[src/common/cbe_pkg.sv]
/*
 Constants and carrier types for the conditional branch evaluator.
 Assumes a 20-bit microinstruction word and 4-bit register datapath.
*/
package cbe_pkg;
  // Microinstruction field positions
  localparam int CBE_GROUP_BIT = 19;
  localparam int CBE_TYPE_LSB = 16;
  localparam int CBE_BFLD_LSB = 12;
  localparam int CBE_YHI_LSB = 8;
  localparam int CBE_AFLD_LSB = 4;
  localparam int CBE_YLO_LSB = 0;

  // Branch-type codes in the three-bit type field
  localparam logic [2:0] CBE_TYPE_BER = 3'h0;
  localparam logic [2:0] CBE_TYPE_BNR = 3'h1;
  localparam logic [2:0] CBE_TYPE_JUMP = 3'h3;
  localparam logic [2:0] CBE_TYPE_BT = 3'h4;
  localparam logic [2:0] CBE_TYPE_BF = 3'h5;
  localparam logic [2:0] CBE_TYPE_BEQ = 3'h6;

  // Register select codes
  localparam logic [3:0] CBE_DUMMY_SEL = 4'hf;
  localparam logic [2:0] CBE_MUX_SR2 = 3'h3;
  localparam logic [3:0] CBE_DUMMY_VALUE = 4'h0;

  // Values after reset and counter step
  localparam logic [15:0] CBE_COUNTER_RST = 16'h0000;
  localparam logic [15:0] CBE_COUNTER_STEP = 16'h0001;

  typedef logic [3:0] cbe_nibble_t;

  typedef enum logic [1:0] {
    CBE_FN_NONE,
    CBE_FN_XNOR,
    CBE_FN_OR_NOTB,
    CBE_FN_NAND
  } cbe_alu_func_e;

  typedef struct packed {
    cbe_nibble_t [7:0] file_reg;
    cbe_nibble_t [7:0] mux_src;
    cbe_nibble_t second_status_register;
  } cbe_sources_s;

  typedef struct packed {
    cbe_nibble_t a;
    cbe_nibble_t b;
    cbe_alu_func_e func;
    logic eq;
  } cbe_alu_view_s;

  typedef struct packed {
    logic counter_low_load;
    logic counter_high_load;
    logic equal_detect_gate;
    logic not_equal_gate;
    logic unconditional_jump_flag;
    logic taken;
  } cbe_strobes_s;
endpackage

[src/hdl/cbe_top.sv]
/*
 Conditional branch evaluator: decodes branch microinstructions, drives the
 logic unit, and updates the microinstruction counter at the end-cycle strobe.
 Assumes rom word, sources and strobe come from logic on clock_i.
*/
// Summary of operation
// - Branch-if-false taken only when all register bits under mask ones are zero.
// - Type 5 asserts equal-detect gate and selects inverted AND.
// - Branch-if-false A operand from B-bus mux; code 011 gives second status register.
// - All-ones output during an equal-detect branch asserts low-half counter load, except branch-if-true on the dummy register.
// - Dummy register gives zero A operand, so branch-if-false is taken.
// - Branch-if-equal-to-mask compares B-field register with A-field constant.
// - High load strobe loads the whole counter from word bits 15:0, low strobe alone the lower byte.
// - Low-half load writes only the lower eight counter bits.
// - Equal-detect gate qualifies the equality output as the taken condition.
// - An option steps the saved address register at end of instruction.
// - Second option steps it after a register instruction using the dummy.
// - Unconditional jump flag asserts both counter load strobes.
// - Untaken branch advances counter to next address at end-cycle strobe.
// - In-page branch replaces low byte with target, keeps high byte.
`timescale 1ns/100ps
module cbe_top (
  // Clock and reset
  input wire logic clock_i,
  input wire logic rst_n_i,
  // Microinstruction and timing
  input wire logic [19:0] rom_word_i,
  input wire logic end_cycle_strobe_i,
  // Register sources
  input wire cbe_pkg::cbe_sources_s sources_i,
  // Saved address register step options
  input wire logic step_option_i,
  input wire logic dummy_step_option_i,
  input wire logic step_down_i,
  // Counter and decode view
  output logic [15:0] microinstruction_counter_o,
  output cbe_pkg::cbe_strobes_s strobes_o,
  output cbe_pkg::cbe_alu_view_s alu_view_o,
  // Saved address register steps
  output logic saved_inc_o,
  output logic saved_dec_o
);
  import cbe_pkg::*;

  logic grp;
  logic [2:0] br_type;
  cbe_nibble_t a_fld;
  cbe_nibble_t b_fld;
  logic [7:0] target;
  logic b_dummy;
  cbe_nibble_t alu_a;
  cbe_nibble_t alu_b;
  cbe_alu_func_e alu_func;
  cbe_nibble_t alu_f;
  logic alu_eq;
  cbe_strobes_s gates;
  cbe_strobes_s strb;
  logic step_req;
  logic [15:0] counter_d, counter_q;
  cbe_strobes_s strobes_d, strobes_q;
  cbe_alu_view_s view_d, view_q;
  logic inc_d, inc_q, dec_d, dec_q;

  assign grp = rom_word_i[CBE_GROUP_BIT];
  assign br_type = rom_word_i[CBE_TYPE_LSB +: 3];
  assign a_fld = rom_word_i[CBE_AFLD_LSB +: 4];
  assign b_fld = rom_word_i[CBE_BFLD_LSB +: 4];
  assign target = {rom_word_i[CBE_YHI_LSB +: 4], rom_word_i[CBE_YLO_LSB +: 4]};
  assign b_dummy = (b_fld == CBE_DUMMY_SEL);

  // High select bit picks the B-bus mux (dummy select 4'hf gives the dummy value), otherwise a file register
  function automatic cbe_nibble_t pick(input cbe_nibble_t sel, input cbe_sources_s src);
    cbe_nibble_t v;
    v = src.file_reg[sel[2:0]];
    if (sel == CBE_DUMMY_SEL) begin
      v = CBE_DUMMY_VALUE;
    end else if (sel[3] && (sel[2:0] == CBE_MUX_SR2)) begin
      v = src.second_status_register;
    end else if (sel[3]) begin
      v = src.mux_src[sel[2:0]];
    end
    return v;
  endfunction

  always_comb begin
    alu_a = pick(b_fld, sources_i);
    alu_b = a_fld;
    alu_func = CBE_FN_NONE;
    gates = '0;
    if (grp) begin
      case (br_type)
        CBE_TYPE_BER: begin
          alu_b = pick(a_fld, sources_i);
          alu_func = CBE_FN_XNOR;
          gates.equal_detect_gate = 1'b1;
        end
        CBE_TYPE_BNR: begin
          alu_b = pick(a_fld, sources_i);
          alu_func = CBE_FN_XNOR;
          gates.not_equal_gate = 1'b1;
        end
        CBE_TYPE_JUMP: begin
          gates.unconditional_jump_flag = 1'b1;
        end
        CBE_TYPE_BT: begin
          alu_func = CBE_FN_OR_NOTB;
          gates.equal_detect_gate = 1'b1;
        end
        CBE_TYPE_BF: begin
          alu_func = CBE_FN_NAND;
          gates.equal_detect_gate = 1'b1;
        end
        CBE_TYPE_BEQ: begin
          alu_func = CBE_FN_XNOR;
          gates.equal_detect_gate = 1'b1;
        end
        default: begin
          alu_func = CBE_FN_NONE;
        end
      endcase
    end
  end

  // Kept apart from the operand decode so no process both feeds and reads the logic unit
  always_comb begin
    strb = gates;
    // Branch-if-true on the dummy register is a no-op by design
    strb.taken = (gates.equal_detect_gate && alu_eq
                  && !(br_type == CBE_TYPE_BT && b_dummy))
                 || (gates.not_equal_gate && !alu_eq);
    strb.counter_low_load = strb.taken || gates.unconditional_jump_flag;
    strb.counter_high_load = gates.unconditional_jump_flag;
  end

  cbe_alu cbe_alu_i (
    .a_i(alu_a),
    .b_i(alu_b),
    .func_i(alu_func),
    .f_o(alu_f),
    .eq_o(alu_eq)
  );

  // Counter group
  always_comb begin
    counter_d = counter_q;
    if (end_cycle_strobe_i) begin
      if (strb.counter_high_load) begin
        counter_d = rom_word_i[15:0];
      end else if (strb.counter_low_load) begin
        counter_d = {counter_q[15:8], target};
      end else begin
        counter_d = counter_q + CBE_COUNTER_STEP;
      end
    end
  end

  always_ff @(posedge clock_i or negedge rst_n_i) begin
    if (!rst_n_i) begin
      counter_q <= CBE_COUNTER_RST;
    end else begin
      counter_q <= counter_d;
    end
  end

  // Output view group; decode is shown one cycle after it is formed
  always_comb begin
    strobes_d = strb;
    view_d = '{a: alu_a, b: alu_b, func: alu_func, eq: alu_eq};
    step_req = step_option_i
               || (dummy_step_option_i && !grp && b_dummy);
    inc_d = end_cycle_strobe_i && step_req && !step_down_i;
    dec_d = end_cycle_strobe_i && step_req && step_down_i;
  end

  always_ff @(posedge clock_i or negedge rst_n_i) begin
    if (!rst_n_i) begin
      strobes_q <= '0;
      view_q <= '0;
      inc_q <= 1'b0;
      dec_q <= 1'b0;
    end else begin
      strobes_q <= strobes_d;
      view_q <= view_d;
      inc_q <= inc_d;
      dec_q <= dec_d;
    end
  end

  assign microinstruction_counter_o = counter_q;
  assign strobes_o = strobes_q;
  assign alu_view_o = view_q;
  assign saved_inc_o = inc_q;
  assign saved_dec_o = dec_q;

  logic is_bf, is_beq, cond;
  assign is_bf = grp && (br_type == CBE_TYPE_BF);
  assign is_beq = grp && (br_type == CBE_TYPE_BEQ);
  assign cond = strb.equal_detect_gate || strb.not_equal_gate;
endmodule

[src/hdl/cbe_alu.sv]
/*
 Four-bit logic unit with all-ones equality output.
 Assumes purely combinational use inside the branch evaluator.
*/
`timescale 1ns/100ps
module cbe_alu (
  // Operands and function
  input wire cbe_pkg::cbe_nibble_t a_i,
  input wire cbe_pkg::cbe_nibble_t b_i,
  input wire cbe_pkg::cbe_alu_func_e func_i,
  // Result
  output cbe_pkg::cbe_nibble_t f_o,
  output logic eq_o
);
  import cbe_pkg::*;

  always_comb begin
    case (func_i)
      CBE_FN_XNOR: f_o = ~(a_i ^ b_i);
      CBE_FN_OR_NOTB: f_o = a_i | ~b_i;
      CBE_FN_NAND: f_o = ~(a_i & b_i);
      default: f_o = 4'h0;
    endcase
  end

  // All ones, not numeric equality of the operands
  assign eq_o = &f_o;
endmodule

[config.mk]
export PLATFORM = sky130hd
export DESIGN_NAME = cbe_top
export DESIGN_NICKNAME = d
export VERILOG_FILES = /design/src/common/cbe_pkg.sv /design/src/hdl/cbe_top.sv /design/src/hdl/cbe_alu.sv
export SDC_FILE = /design/constraint.sdc
export NUM_CORES = 1
export LEC_CHECK = 0
export ABC_AREA = 0
export BUFFER_PORTS_ARGS = -buffer_cell sky130_fd_sc_hd__buf_4
export CORE_MARGIN = 8
export CORE_UTILIZATION = 44
export CTS_CLUSTER_SIZE = 40
export DETAILED_ROUTE_END_ITERATION = 10
export PLACE_DENSITY = 0.85
export SYNTH_ARGS = -nofsm -noshare
export SYNTH_HDL_FRONTEND = slang
export SYNTH_SLANG_ARGS = --single-unit
export TNS_END_PERCENT = 20
[constraint.sdc]
create_clock -name clock_i -period 1.85 [get_ports clock_i]
set_clock_uncertainty 0.15 [all_clocks]
set_input_delay 0.2775 -clock clock_i [delete_from_list [all_inputs] [get_ports clock_i]]
set_output_delay 0.2775 -clock clock_i [all_outputs]
set_load 0.1 [all_outputs]
# ---- Yosys cells after proc, flatten, opt, wreduce, memory -nomap -nowiden
# Index checks and enable logic that the tools add are counted.
dict set report totals {
  out_inout_bits 35
  register_bits 34
  in_bits 94
}
dict set report op_classes {
  eq_ne 13
  muxes 25
  addsub 1
  n_bitwise 6
  reduce_logical 24
  order_cmp 2
}
# cell count
set op_table {}
lappend op_table {{4-bit binary-select mux with 3-bit select} 4}
lappend op_table {{4-bit 2-to-1 mux} 12}
lappend op_table {{16-bit 2-to-1 mux} 2}
lappend op_table {{16-bit by 1-bit adder with 16-bit output, second input constant} 1}
lappend op_table {{4-bit inverter} 3}
lappend op_table {{4-bit case mux with 3 select lines} 1}
lappend op_table {{1-bit logical AND} 11}
lappend op_table {{3-bit by 2-bit == test with 1-bit output, second input constant} 3}
lappend op_table {{3-bit == test, second input constant} 3}
lappend op_table {{4-bit == test, second input constant} 2}
lappend op_table {{3-bit by 4-bit < comparator with 1-bit output, second input constant} 2}
lappend op_table {{2-bit case mux with 3 select lines} 1}
lappend op_table {{4-bit bitwise AND} 1}
lappend op_table {{2-bit == test, second input constant} 2}
lappend op_table {{1-bit logical NOT} 4}
lappend op_table {{4-bit bitwise OR} 1}
lappend op_table {{4-bit AND reduction} 1}
lappend op_table {{4-bit OR reduction} 1}
lappend op_table {{4-bit bitwise XOR} 1}
lappend op_table {{3-bit by 1-bit == test with 1-bit output, second input constant} 1}
lappend op_table {{3-bit logical NOT} 1}
lappend op_table {{1-bit logical OR} 3}
lappend op_table {{1-bit 2-to-1 mux} 3}
lappend op_table {{3-bit 2-to-1 mux} 1}
lappend op_table {{other kinds (6)} 6}

# ---- Longest topological paths before layout
# Gate-level depths: netlist of run 1.
dict set report depth {
  word_depth 17
  mapped_depth 17
  ltp_nobuf 15
}

# ---- Modules after synthesis
# A second synthesis of run 1 with hierarchy kept.
dict set report hier_totals {
  hier_cells 294
  area_unflattened_um2 2974.1
}
# mod area_per_inst_um2 instances cells_each
set modules_own_cells {}
lappend modules_own_cells {cbe_top 2750.1 1 271}
lappend modules_own_cells {cbe_alu 224.0 1 23}

# ---- Least setup slack after synthesis of run 1
# No wires, ideal clock.
dict set report synth_timing {
  path_type {input port to flip-flop}
  start {input port rom_word_i[12]}
  end {register counter_q[7], in the netlist microinstruction_counter_o[7]}
  slack_ps -1826
  t_arrival_ps 3436
  cell_stages 15
  required_ps 1610
  n_path_buf 2
  cell_sequence {buf_6 -> buf_1 -> mux4_2 -> o21ai_0 -> a21o_1 -> inv_1 -> ha_1 -> nor4b_1 -> or3_4 -> and2_1 -> nand3_2 -> a21oi_4 -> inv_4 -> or4_1 -> o2111ai_1}
}
# element line_no
set synth_lines {}
lappend synth_lines {{start: declaration} cbe_top.sv:27} ;# input wire logic [19:0] rom_word_i,
lappend synth_lines {{end signal: assignment} cbe_top.sv:161} ;# counter_q <= counter_d;
lappend synth_lines {{end: declaration} cbe_top.sv:59} ;# logic [15:0] counter_d, counter_q;

# ---- Worst setup path after layout of run 1
dict set report layout_timing {
  start {input port rom_word_i[4]}
  end {register counter_q[6], in the netlist microinstruction_counter_o[6]}
}
dict set report layout_via {
  elab_chain_cells 17
  word_cells_on_any_way 28
  cone_classes {eq/ne: 2; mux: 12; bitwise: 6; reduce/logical: 8}
}
# element line_no
set layout_lines {}
lappend layout_lines {{4-bit binary-select mux with 3-bit select (on tied branches)} {cbe_top.sv:74, cbe_top.sv:80}}
lappend layout_lines {{4-bit 2-to-1 mux (on tied branches)} {cbe_top.sv:74, cbe_top.sv:80}}
lappend layout_lines {{4-bit 2-to-1 mux} cbe_top.sv:79} ;# end else if (sel[3]) begin
lappend layout_lines {{4-bit 2-to-1 mux} cbe_top.sv:77} ;# end else if (sel[3] && (sel[2:0] == CBE_MUX_SR2)) begin
lappend layout_lines {{4-bit 2-to-1 mux} cbe_top.sv:75} ;# if (sel == CBE_DUMMY_SEL) begin
lappend layout_lines {{4-bit 2-to-1 mux} --}
lappend layout_lines {{4-bit 2-to-1 mux (*)} cbe_top.sv:90} ;# if (grp) begin
lappend layout_lines {{named net alu_b[0]} cbe_top.sv:52} ;# cbe_nibble_t alu_b;
lappend layout_lines {{[2 not listed]} --}
lappend layout_lines {{4-bit case mux with 3 select lines (*)} cbe_alu.sv:18} ;# case (func_i)
lappend layout_lines {{4-bit AND reduction (*)} cbe_alu.sv:27} ;# assign eq_o = &f_o;
lappend layout_lines {{1-bit logical AND / 1-bit logical NOT (equally long branches)} {cbe_top.sv:128, cbe_top.sv:130}}
lappend layout_lines {{1-bit logical AND (on tied branches)} {cbe_top.sv:129, cbe_top.sv:130}}
lappend layout_lines {{1-bit logical OR (*)} cbe_top.sv:130} ;# || (gates.not_equal_gate && !alu_eq);
lappend layout_lines {{1-bit logical OR (*)} cbe_top.sv:131} ;# strb.counter_low_load = strb.taken || gates.unconditional_jump_flag;
lappend layout_lines {{16-bit 2-to-1 mux (*)} cbe_top.sv:149} ;# end else if (strb.counter_low_load) begin
lappend layout_lines {{16-bit 2-to-1 mux (*)} cbe_top.sv:147} ;# if (strb.counter_high_load) begin
# The timed path passes the listed nets; every way through them passes the cells marked *. The select of a mux whose other input is x is not followed.
# A chain may end at the register's enable or synchronous reset.

==> impl_metrics.toml, run 1 <==
[synthesis]
synth_top_area_share_pct = 28.40
ys_types = 61
syn_nets = 402
synth-edff-count = 0
synthArstFlopShare_pct = 100.0
synthFlopType = "dfrtp_1"
synth_area_leader_cell = "dfrtp_1"
synth-seq-area-share_pct = 28.40
synth-seq-cells = 34
yosys_warnings = 0
netlist_area_sq_um = 2995
synthCells = 299
postSynthAreaPerCell_sq_um = 10.02
synthTopCellsByArea = "dfrtp_1 (28%), mux4_2 (16%), mux2i_1 (4.7%)"

[global_route]
grt_max_degree = 35
grt_antenna_before_repair = 0
grt_pass1_wl_mm = 17.55
first_global_vias = 3683
grt_remaining_overflow = 0
track_usage_pct = 22.09

[setup_path]
cp-end-kind = "flop"
cp-start-kind = "input port"
crit_type = "in -> reg"
required_ps = 1860
crit_arrival_ps = 3230
worstPathMaxFanout = 8

[floorplan]
dieArea_sq_um = 9704
io_pins = 129
initial_core_util_pct = 44.83
dieHeight_um = 98.51
core_area_sq_um = 6681
rows = 30
die_x_um = 98.51

[timing]
tightest_slew_ps = 445.1
rsz0062_at_grt = "yes"
setup-tns-final_ps = -23070
setup_viol = 19
hold_violations = 0
fin_crit_sh_pct = 173.9
fmax_mhz = 310.8
fin_ws_ps = -1368
slew_violations = 0
hold_ws_ps = 130.7
slew_headroom_pct = 70.08
post-route-min-period_ps = 3218

[run]
max_cap_violations = 0

[run_status]
status = "finished, violations left"
violations = "negative setup slack"

[placement]
place_hpwl_mm = 8.578
io_buffers = 120
gp_congestion = 0.8897

[clocking]
max-clock-path-buffers = 2
cts_tree = "built"
insertion_delay_ps = 290
path_clk_slew_ps = 70
cts_buffers = 5
ctsRootBufferMaster = "clkbuf_8"
htree_levels = 2
clock-sinks = 34

[drt]
dr.pass1.iters = 5
dr.first_iter.drc_count = 223
drcViolationCount = 0
wl_per_cell_um = 19.58
ant_nets = 0
routed_via_density = 5.890
via_count = 3322
wirelength_mm = 11.05

[pwr]
ir_worst_vdd_v = 0.0004575
p_leak_nw = 2.275
totalPowerFinal_mw = 4.127
cellPowerDensity_nw_per_um2 = 872.3

[cells_and_area]
drive_gt1_share_pct = 54.34
diodes = 0
final_cell_mix = "buf_4 (188), dfrtp_1 (34), mux4_2 (23), nor2_1 (21), a21oi_1 (16)"
area_growth_pct = 57.94
post-route-util_pct = 70.81
layout_commonest_cell = "buf_4"
nNetsFinal = 586

[hold_path]
hold_path.class = "in -> reg"
## cell usage after synthesis, types with 2 or more instances
cell / instances
dfrtp_1: 34
o21ai_0: 23
mux4_2: 21
nor2_1: 21
nand2_1: 18
a21oi_1: 17
inv_1: 14
mux2i_1: 14
nand3_1: 13
and3_1: 9
ha_1: 9
clkbuf_1: 8
a211oi_1: 7
nor2b_1: 6
a22oi_1: 5
mux4_1: 5
a21o_1: 4
buf_1: 4
buf_2: 4
o211ai_1: 4
o22a_1: 4
and2_1: 3
buf_6: 3
nor3b_1: 3
o21ai_1: 3
a31oi_1: 2
a32oi_1: 2
buf_4: 2
nand3b_1: 2
nor4b_1: 2
o311a_1: 2
o31ai_1: 2
## metal layers
metal | vias to the layer above | share of wire, % | track usage, %
li1 | 1512 | - | -
met3 | 23 | 10 | 6.906
met4 | 0 | 1.6 | 8.383
met1 | 1596 | 37 | 24.14
met5 | - | 0 | 0
met2 | 191 | 52 | 39.04
## through the flow
stage | cells | setup slack [ps] | instance area (sq um)
5_1_grt | 564 | -1499 | 4731
2_1_floorplan | 299 | -1508 | 3080
6_report | 564 | -1368 | 4731
3_5_place_dp | 545 | -1747 | 4447
4_1_cts | 561 | -1251 | 4671
3_3_place_gp | 545 | -1615 | 4447
## power breakdown
group / total (mW) / internal [mW] / leakage, nW / switching, mW
logic: 2.53 / 0.847 / 1.82 / 1.68
registers: 1.02 / 0.887 / 0.411 / 0.133
clock network: 0.578 / 0.300 / 0.0482 / 0.278
## sequential cells by signal (all words and copies together) (netlist names)
name / count
strobes_o: 5
microinstruction_counter_o: 16
saved_dec_o: 1
alu_view_o: 11
saved_inc_o: 1
## logic make-up (layout without fill, tap and decap cells)
logic type	Yosys count	count (layout)	synth area share, %
xor gates and xnor gates	1	1	0.2925
AOI/OAI and AO/OA	87	87	19.72
muxes	40	40	24.85
adders and majority gates	9	9	3.759
and+or+nand+nor	92	92	17.21
buffers and inverters	36	221	5.764
DFF	34	34	28.40
## final cells by class
class | count | area [sq um]
multi-input combinational | 229 | 2078
fill | 496 | 1951
timing repair buffer | 198 | 1551
sequential | 34 | 850.8
tap | 80 | 100.1
clock buffer | 7 | 86.33
inverter | 15 | 58.81
clock inverter | 1 | 5.005
## what timing repair did
| action | in CTS | in global routing |
|---|---|---|
| hold endpoints to repair | 35 | 0 |
| pin swaps | 17 | 8 |
| hold buffers | 2 | 0 |
| buffers inserted | 6 | 3 |
| setup endpoints to repair | 19 | 19 |
| gates resized for setup | 24 | 10 |
| gates cloned | 0 | 0 |
## critical path, cell delays in order
cell	delay [ps]
buf_12	110
mux4_2	500
mux4_2	470
nand2_2	100
nand2_4	70
ha_4	270
or2b_1	250
a21oi_2	160
o211ai_2	160
o21ai_2	240
buf_4	150
buf_4	90
buf_4	90
a211oi_1	70
o21ai_1	130
o21ai_1	90
## path summary, 6_finish.rpt
path	start	end	slack, ps	depth (start not counted)
min in group asynchronous	rst_n_i	alu_view_o[5]$_DFF_PN0_	330	2
setup reg to reg	microinstruction_counter_o[0]$_DFFE_PN0P_	microinstruction_counter_o[12]$_DFFE_PN0P_	-170	8
max in group asynchronous	rst_n_i	strobes_o[2]$_DFF_PN0_	900	2
setup / recovery	rom_word_i[4]	microinstruction_counter_o[6]$_DFFE_PN0P_	-1370	16
hold reg to reg	microinstruction_counter_o[11]$_DFFE_PN0P_	microinstruction_counter_o[11]$_DFFE_PN0P_	420	1
hold / removal	end_cycle_strobe_i	microinstruction_counter_o[1]$_DFFE_PN0P_	130	2
(Power assumes the default switching activity.)
==> inputs of run 2 (changes only) <==
--- a/config.mk
+++ b/config.mk
@@ -7,7 +7,6 @@
 export LEC_CHECK = 0
 export ABC_AREA = 0
 export BUFFER_PORTS_ARGS = -buffer_cell sky130_fd_sc_hd__buf_4
-export CORE_MARGIN = 8
 export CORE_UTILIZATION = 44
 export CTS_CLUSTER_SIZE = 40
 export DETAILED_ROUTE_END_ITERATION = 10
==> impl_metrics.toml, run 2 (same netlist as run 1, synthesis figures left out) <==
[drt]
wl_per_cell_um = 18.04
via_count = 3362
drcViolationCount = 8
routed_via_density = 6.004
dr.first_iter.drc_count = 229
wirelength_mm = 10.10
dr.pass1.iters = 8
ant_nets = 0

[cells_and_area]
finalNonFillerCells = 560
area_growth_pct = 58.06
largest_reg_flops = 16
layout_commonest_cell = "buf_4"
diodes = 0
final_cell_mix = "buf_4 (190), dfrtp_1 (34), mux4_2 (21), nor2_1 (20), nand2_1 (15)"
nNetsFinal = 585
drive_gt1_share_pct = 54.66

[timing]
slew_violations = 0
fmax_mhz = 319.8
tightest_slew_ps = 444.8
fin_crit_sh_pct = 169.0
rsz0062_at_grt = "yes"
fin_ws_ps = -1276
setup_viol = 19
hold_violations = 0
slew_headroom_pct = 70.34
post-route-min-period_ps = 3126

[pwr]
combPwrFrac_pct = 61.5
p_int_mw = 2.034
cellPowerDensity_nw_per_um2 = 869.8
clkPwrFrac_pct = 13.8
p_leak_nw = 2.267
sw_frac_of_total_pct = 50.61
p_seq_share_pct = 24.7
net-switching-power_mw = 2.084
ir_worst_vdd_v = 0.0005708

[floorplan]
core_area_sq_um = 6459
io_pins = 129
die_x_um = 84.51
rows = 29
dieArea_sq_um = 7142
initial_core_util_pct = 46.38
dieHeight_um = 84.51

[clocking]
htree_levels = 2
path_clk_slew_ps = 70
insertion_delay_ps = 290
max-clock-path-buffers = 2
cts_buffers = 5
cts_tree = "built"
clock-sinks = 34
ctsRootBufferMaster = "clkbuf_8"

[setup_path]
crit_buf_inv = 3
crit_family = "compound AO/OA/AOI/OAI gates"
rrSetupSlack_ps = -170
crit_arrival_ps = 3180
worstPathCellList = "buf_12 -> mux4_1 -> nor2b_1 -> a211oi_1 -> a21o_1 -> inv_1 -> ha_1 -> nand3b_1 -> a21boi_0 -> o32ai_2 -> nand3_4 -> a21oi_4 -> inv_4 -> or4_1 -> o2111ai_1"
crit_type = "in -> reg"
worst-r2r-cell-count = 8
worstPathMaxFanout = 14
cp-start-kind = "input port"
rr_startpoint = "microinstruction_counter_o[0]$_DFFE_PN0P_"
required_ps = 1910
reg2reg_to = "microinstruction_counter_o[12]$_DFFE_PN0P_"
worst_path_largest_cell_delay_ps = 540
critPathLaunch = "rom_word_i[12]"
cpMaxStageDelayCell = "mux4_1"
cp-end-kind = "flop"

[placement]
dp_slack_ps = -1740
gp_congestion = 0.9109
io_buffers = 120
dp_cells = 547
place_hpwl_mm = 7.715

[run_status]
status = "finished, violations left"
violations = "design-rule violations, negative setup slack"

[global_route]
grt_antenna_before_repair = 0
grt_remaining_overflow = 0
first_global_vias = 3517
grt_pass1_wl_mm = 16.36
track_usage_pct = 28.70
grt_max_degree = 35

[run]
max_cap_violations = 0

[hold_path]
worstHoldEndpoint = "microinstruction_counter_o[1]$_DFFE_PN0P_"
hold_path.class = "in -> reg"
whs_path_depth = 3
hold_start = "rom_word_i[1]"
==> run 2: how the worst max path moves through the flow <==
stage | depth (start not counted) | end
after floorplan | 14 | microinstruction_counter_o[5]$_DFFE_PN0P_
after global placement | 14 | microinstruction_counter_o[11]$_DFFE_PN0P_
after detailed placement | 16 | microinstruction_counter_o[11]$_DFFE_PN0P_
after CTS | 14 | microinstruction_counter_o[5]$_DFFE_PN0P_
after global routing | 14 | microinstruction_counter_o[8]$_DFFE_PN0P_
final | 15 | microinstruction_counter_o[7]$_DFFE_PN0P_
==> run 2: layer usage <==
| layer | global-route usage, % | share of wire (%) | vias to the layer above |
|---|---|---|---|
| met5 | 0 | 0 | - |
| met4 | 10.79 | 2.2 | 0 |
| met3 | 4.425 | 7.2 | 29 |
| met2 | 54.10 | 53 | 201 |
| met1 | 32.55 | 37 | 1619 |
| li1 | - | - | 1513 |
==> run 2: timing repair <==
| item | CTS | global route |
|---|---|---|
| hold buffers | 1 | 1 |
| endpoints found under the setup margin | 19 | 19 |
| gates resized for setup | 21 | 12 |
| buffers inserted | 1 | 2 |
| hold endpoints to repair | 34 | 1 |
| pin swaps | 14 | 8 |
==> run 2: worst register-to-register path, cell delays in order (launching register included) <==
cell and delay (ps):
dfrtp_1 390, ha_1 220, and3_1 200, and3_1 200, and2_1 160, and4_1 250
nor3b_1 150, a21oi_1 120, o21ai_1 70
==> run 2: cell type report <==
type	count	area, sq um
multi-input cells	229	2108
well taps	77	96.34
fillers	443	1724
inverters	15	58.81
repair buffers	197	1529
flip-flops and latches	34	850.8
clock inverters	1	5.005
clock buffers	7	86.33
==> run 2: per-stage QoR <==
step	power, mW	cell area [sq um]	TNS, ps	util [%]	hold slack [ps]
3_5_place_dp	3.467	4481	-31720	69.37	101.5
6_report	4.118	4735	-21780	73.30	127.2
3_3_place_gp	3.399	4481	-29130	69.37	97.17
4_1_cts	4.082	4666	-21470	72.24	2.123
5_1_grt	4.288	4735	-23670	73.30	143.6
2_1_floorplan	2.659	3080	-24540	-	-168.1
==> run 2: power by group through the flow <==
stage               registers, mW  clock network, mW  logic, mW
floorplan                    2.09                  0      0.569
global placement             1.02                  0       2.38
detailed placement           1.03                  0       2.44
CTS                          1.01              0.576       2.49
global route                 1.03              0.611       2.64
finish                       1.02              0.570       2.53
==> inputs of run 3 (changes only) <==
--- a/config.mk
+++ b/config.mk
@@ -7,10 +7,10 @@
 export LEC_CHECK = 0
 export ABC_AREA = 0
 export BUFFER_PORTS_ARGS = -buffer_cell sky130_fd_sc_hd__buf_4
-export CORE_UTILIZATION = 44
+export CORE_UTILIZATION = 52
 export CTS_CLUSTER_SIZE = 40
 export DETAILED_ROUTE_END_ITERATION = 10
-export PLACE_DENSITY = 0.85
+export PLACE_DENSITY = 0.93
 export SYNTH_ARGS = -nofsm -noshare
 export SYNTH_HDL_FRONTEND = slang
 export SYNTH_SLANG_ARGS = --single-unit
==> constraint.sdc (replaced) <==
create_clock -name clock_i -period 3.8 [get_ports clock_i]
set_clock_uncertainty 0.15 [all_clocks]
set_input_delay 0.57 -clock clock_i [delete_from_list [all_inputs] [get_ports clock_i]]
set_output_delay 0.57 -clock clock_i [all_outputs]
set_load 0.1 [all_outputs]
==> impl_metrics.toml, run 3 (same netlist as run 1, synthesis figures left out) <==
[run_status]
status = "finished, final reports clean"

[drt]
wirelength_mm = 9.025
wl_per_cell_um = 17.91
dr.pass1.iters = 4
routed_via_density = 6.165
ant_nets = 0
drcViolationCount = 0
via_count = 3107
dr.first_iter.drc_count = 272

[floorplan]
core_area_sq_um = 5540
die_x_um = 77.90
dieArea_sq_um = 6068
io_pins = 129
rows = 27
initial_core_util_pct = 54.07
dieHeight_um = 77.90

[setup_path]
crit_type = "in -> reg"
worst_path_largest_cell_delay_ps = 530
crit_family = "compound AO/OA/AOI/OAI gates"
worst-r2r-cell-count = 8
cp-start-kind = "input port"
cpMaxStageDelayCell = "mux4_2"
worstPathCellList = "buf_6 -> mux4_2 -> mux4_2 -> nand2_1 -> nand2_1 -> ha_4 -> or2b_1 -> a21oi_1 -> o211ai_2 -> o21ai_2 -> a21oi_4 -> inv_4 -> nor3b_1 -> a2111o_1"
crit_buf_inv = 2
cp-end-kind = "flop"
reg2reg_to = "microinstruction_counter_o[12]$_DFFE_PN0P_"
worstPathMaxFanout = 8
crit_arrival_ps = 3740
required_ps = 3800
rr_startpoint = "microinstruction_counter_o[0]$_DFFE_PN0P_"
rrSetupSlack_ps = 1530

[pwr]
totalPowerFinal_mw = 1.854
p_leak_nw = 2.012
ir_worst_vdd_v = 0.0004307
cellPowerDensity_nw_per_um2 = 437.6

[cells_and_area]
nNetsFinal = 536
final-seq-area_sq_um = 850.8
nFillCells = 389
final_cell_mix = "buf_4 (145), dfrtp_1 (34), o21ai_0 (22), mux4_2 (21), nor2_1 (21)"
diodes = 0
drive_gt1_share_pct = 45.60
layout_commonest_cell = "buf_4"
multi_input_area_sq_um = 2032
area_growth_pct = 41.44
largest_reg_flops = 16

[global_route]
grt_pass1_wl_mm = 14.27
grt_remaining_overflow = 0
first_global_vias = 3082
grt_antenna_before_repair = 0
grt_max_degree = 35
track_usage_pct = 29.90

[clocking]
max-clock-path-buffers = 2
path_clk_slew_ps = 70
cts_tree = "built"
ctsRootBufferMaster = "clkbuf_8"
clock-sinks = 34
cts_buffers = 5
ctsHoldBuffers = 0
htree_levels = 2
insertion_delay_ps = 270

[timing]
slew_headroom_pct = 63.95
slew_violations = 0
tightest_slew_ps = 539.9
setup_viol = 0
fin_crit_sh_pct = 98.31
fin_ws_ps = 64.36
hold_violations = 0
post-route-min-period_ps = 3736
fmax_mhz = 267.7

[placement]
dp_slack_ps = -194.5
io_buffers = 120
gp_congestion = 0.8585
place_hpwl_mm = 7.178

[hold_path]
hold_path.class = "in -> async"

[run]
max_cap_violations = 0
-- run 3: worst register-to-register path: cells and delay by family (launching register included) --
family / cells / cell delay, ps
DFF: 1 / 420
adders and majority gates: 1 / 240
AOI/OAI and AO/OA: 2 / 220
and+or+nand+nor: 5 / 1170
-- run 3: how the worst max path moves through the flow --
stage	to	slack (ps)	depth (start not counted)	start
after floorplan	microinstruction_counter_o[7]$_DFFE_PN0P_	2	14	rom_word_i[4]
after global placement	microinstruction_counter_o[7]$_DFFE_PN0P_	-40	15	rom_word_i[12]
after detailed placement	microinstruction_counter_o[7]$_DFFE_PN0P_	-190	16	rom_word_i[4]
after CTS	microinstruction_counter_o[7]$_DFFE_PN0P_	100	16	rom_word_i[4]
after global routing	microinstruction_counter_o[2]$_DFFE_PN0P_	-110	15	rom_word_i[4]
final	microinstruction_counter_o[5]$_DFFE_PN0P_	60	14	rom_word_i[4]
-- run 3: per-stage QoR --
stage                     area [sq um]  hold WS (ps)  util (%)  cells  setup TNS [ps]
after floorplan                   3018         124.4         -    299               0
after detailed placement          4089         362.7     73.80    497           -1080
after global placement            4089         350.5     73.80    497          -48.92
after CTS                         4172         95.29     75.29    503               0
after global routing              4237         117.4     76.47    504          -483.4
final                             4237         85.03     76.47    504               0
-- run 3: timing repair --
item / CTS / global route
endpoints found under the setup margin: 0 / 10
gates resized for setup: 0 / 11
buffers inserted: 0 / 1
-- run 3: cell type report --
| type | instances | area share (%) |
|---|---|---|
| Sequential cell | 34 | 20.08 |
| Tap cell | 72 | 2.126 |
| Inverter | 15 | 1.388 |
| Clock buffer | 6 | 1.949 |
| Multi-Input combinational cell | 229 | 47.96 |
| Timing Repair Buffer | 148 | 26.49 |
-- run 3: power by group --
part,switching (mW),internal (mW),total (mW)
sequential,0.0874,0.432,0.519
combinational,0.754,0.324,1.08
clock,0.117,0.140,0.256
-- run 3: per-layer routing --
metal  track usage, %  routed length (um)
met1            35.61                3409
met5                0                   0
met4            10.37                 150
met3            3.647                 709
met2            55.31                4755
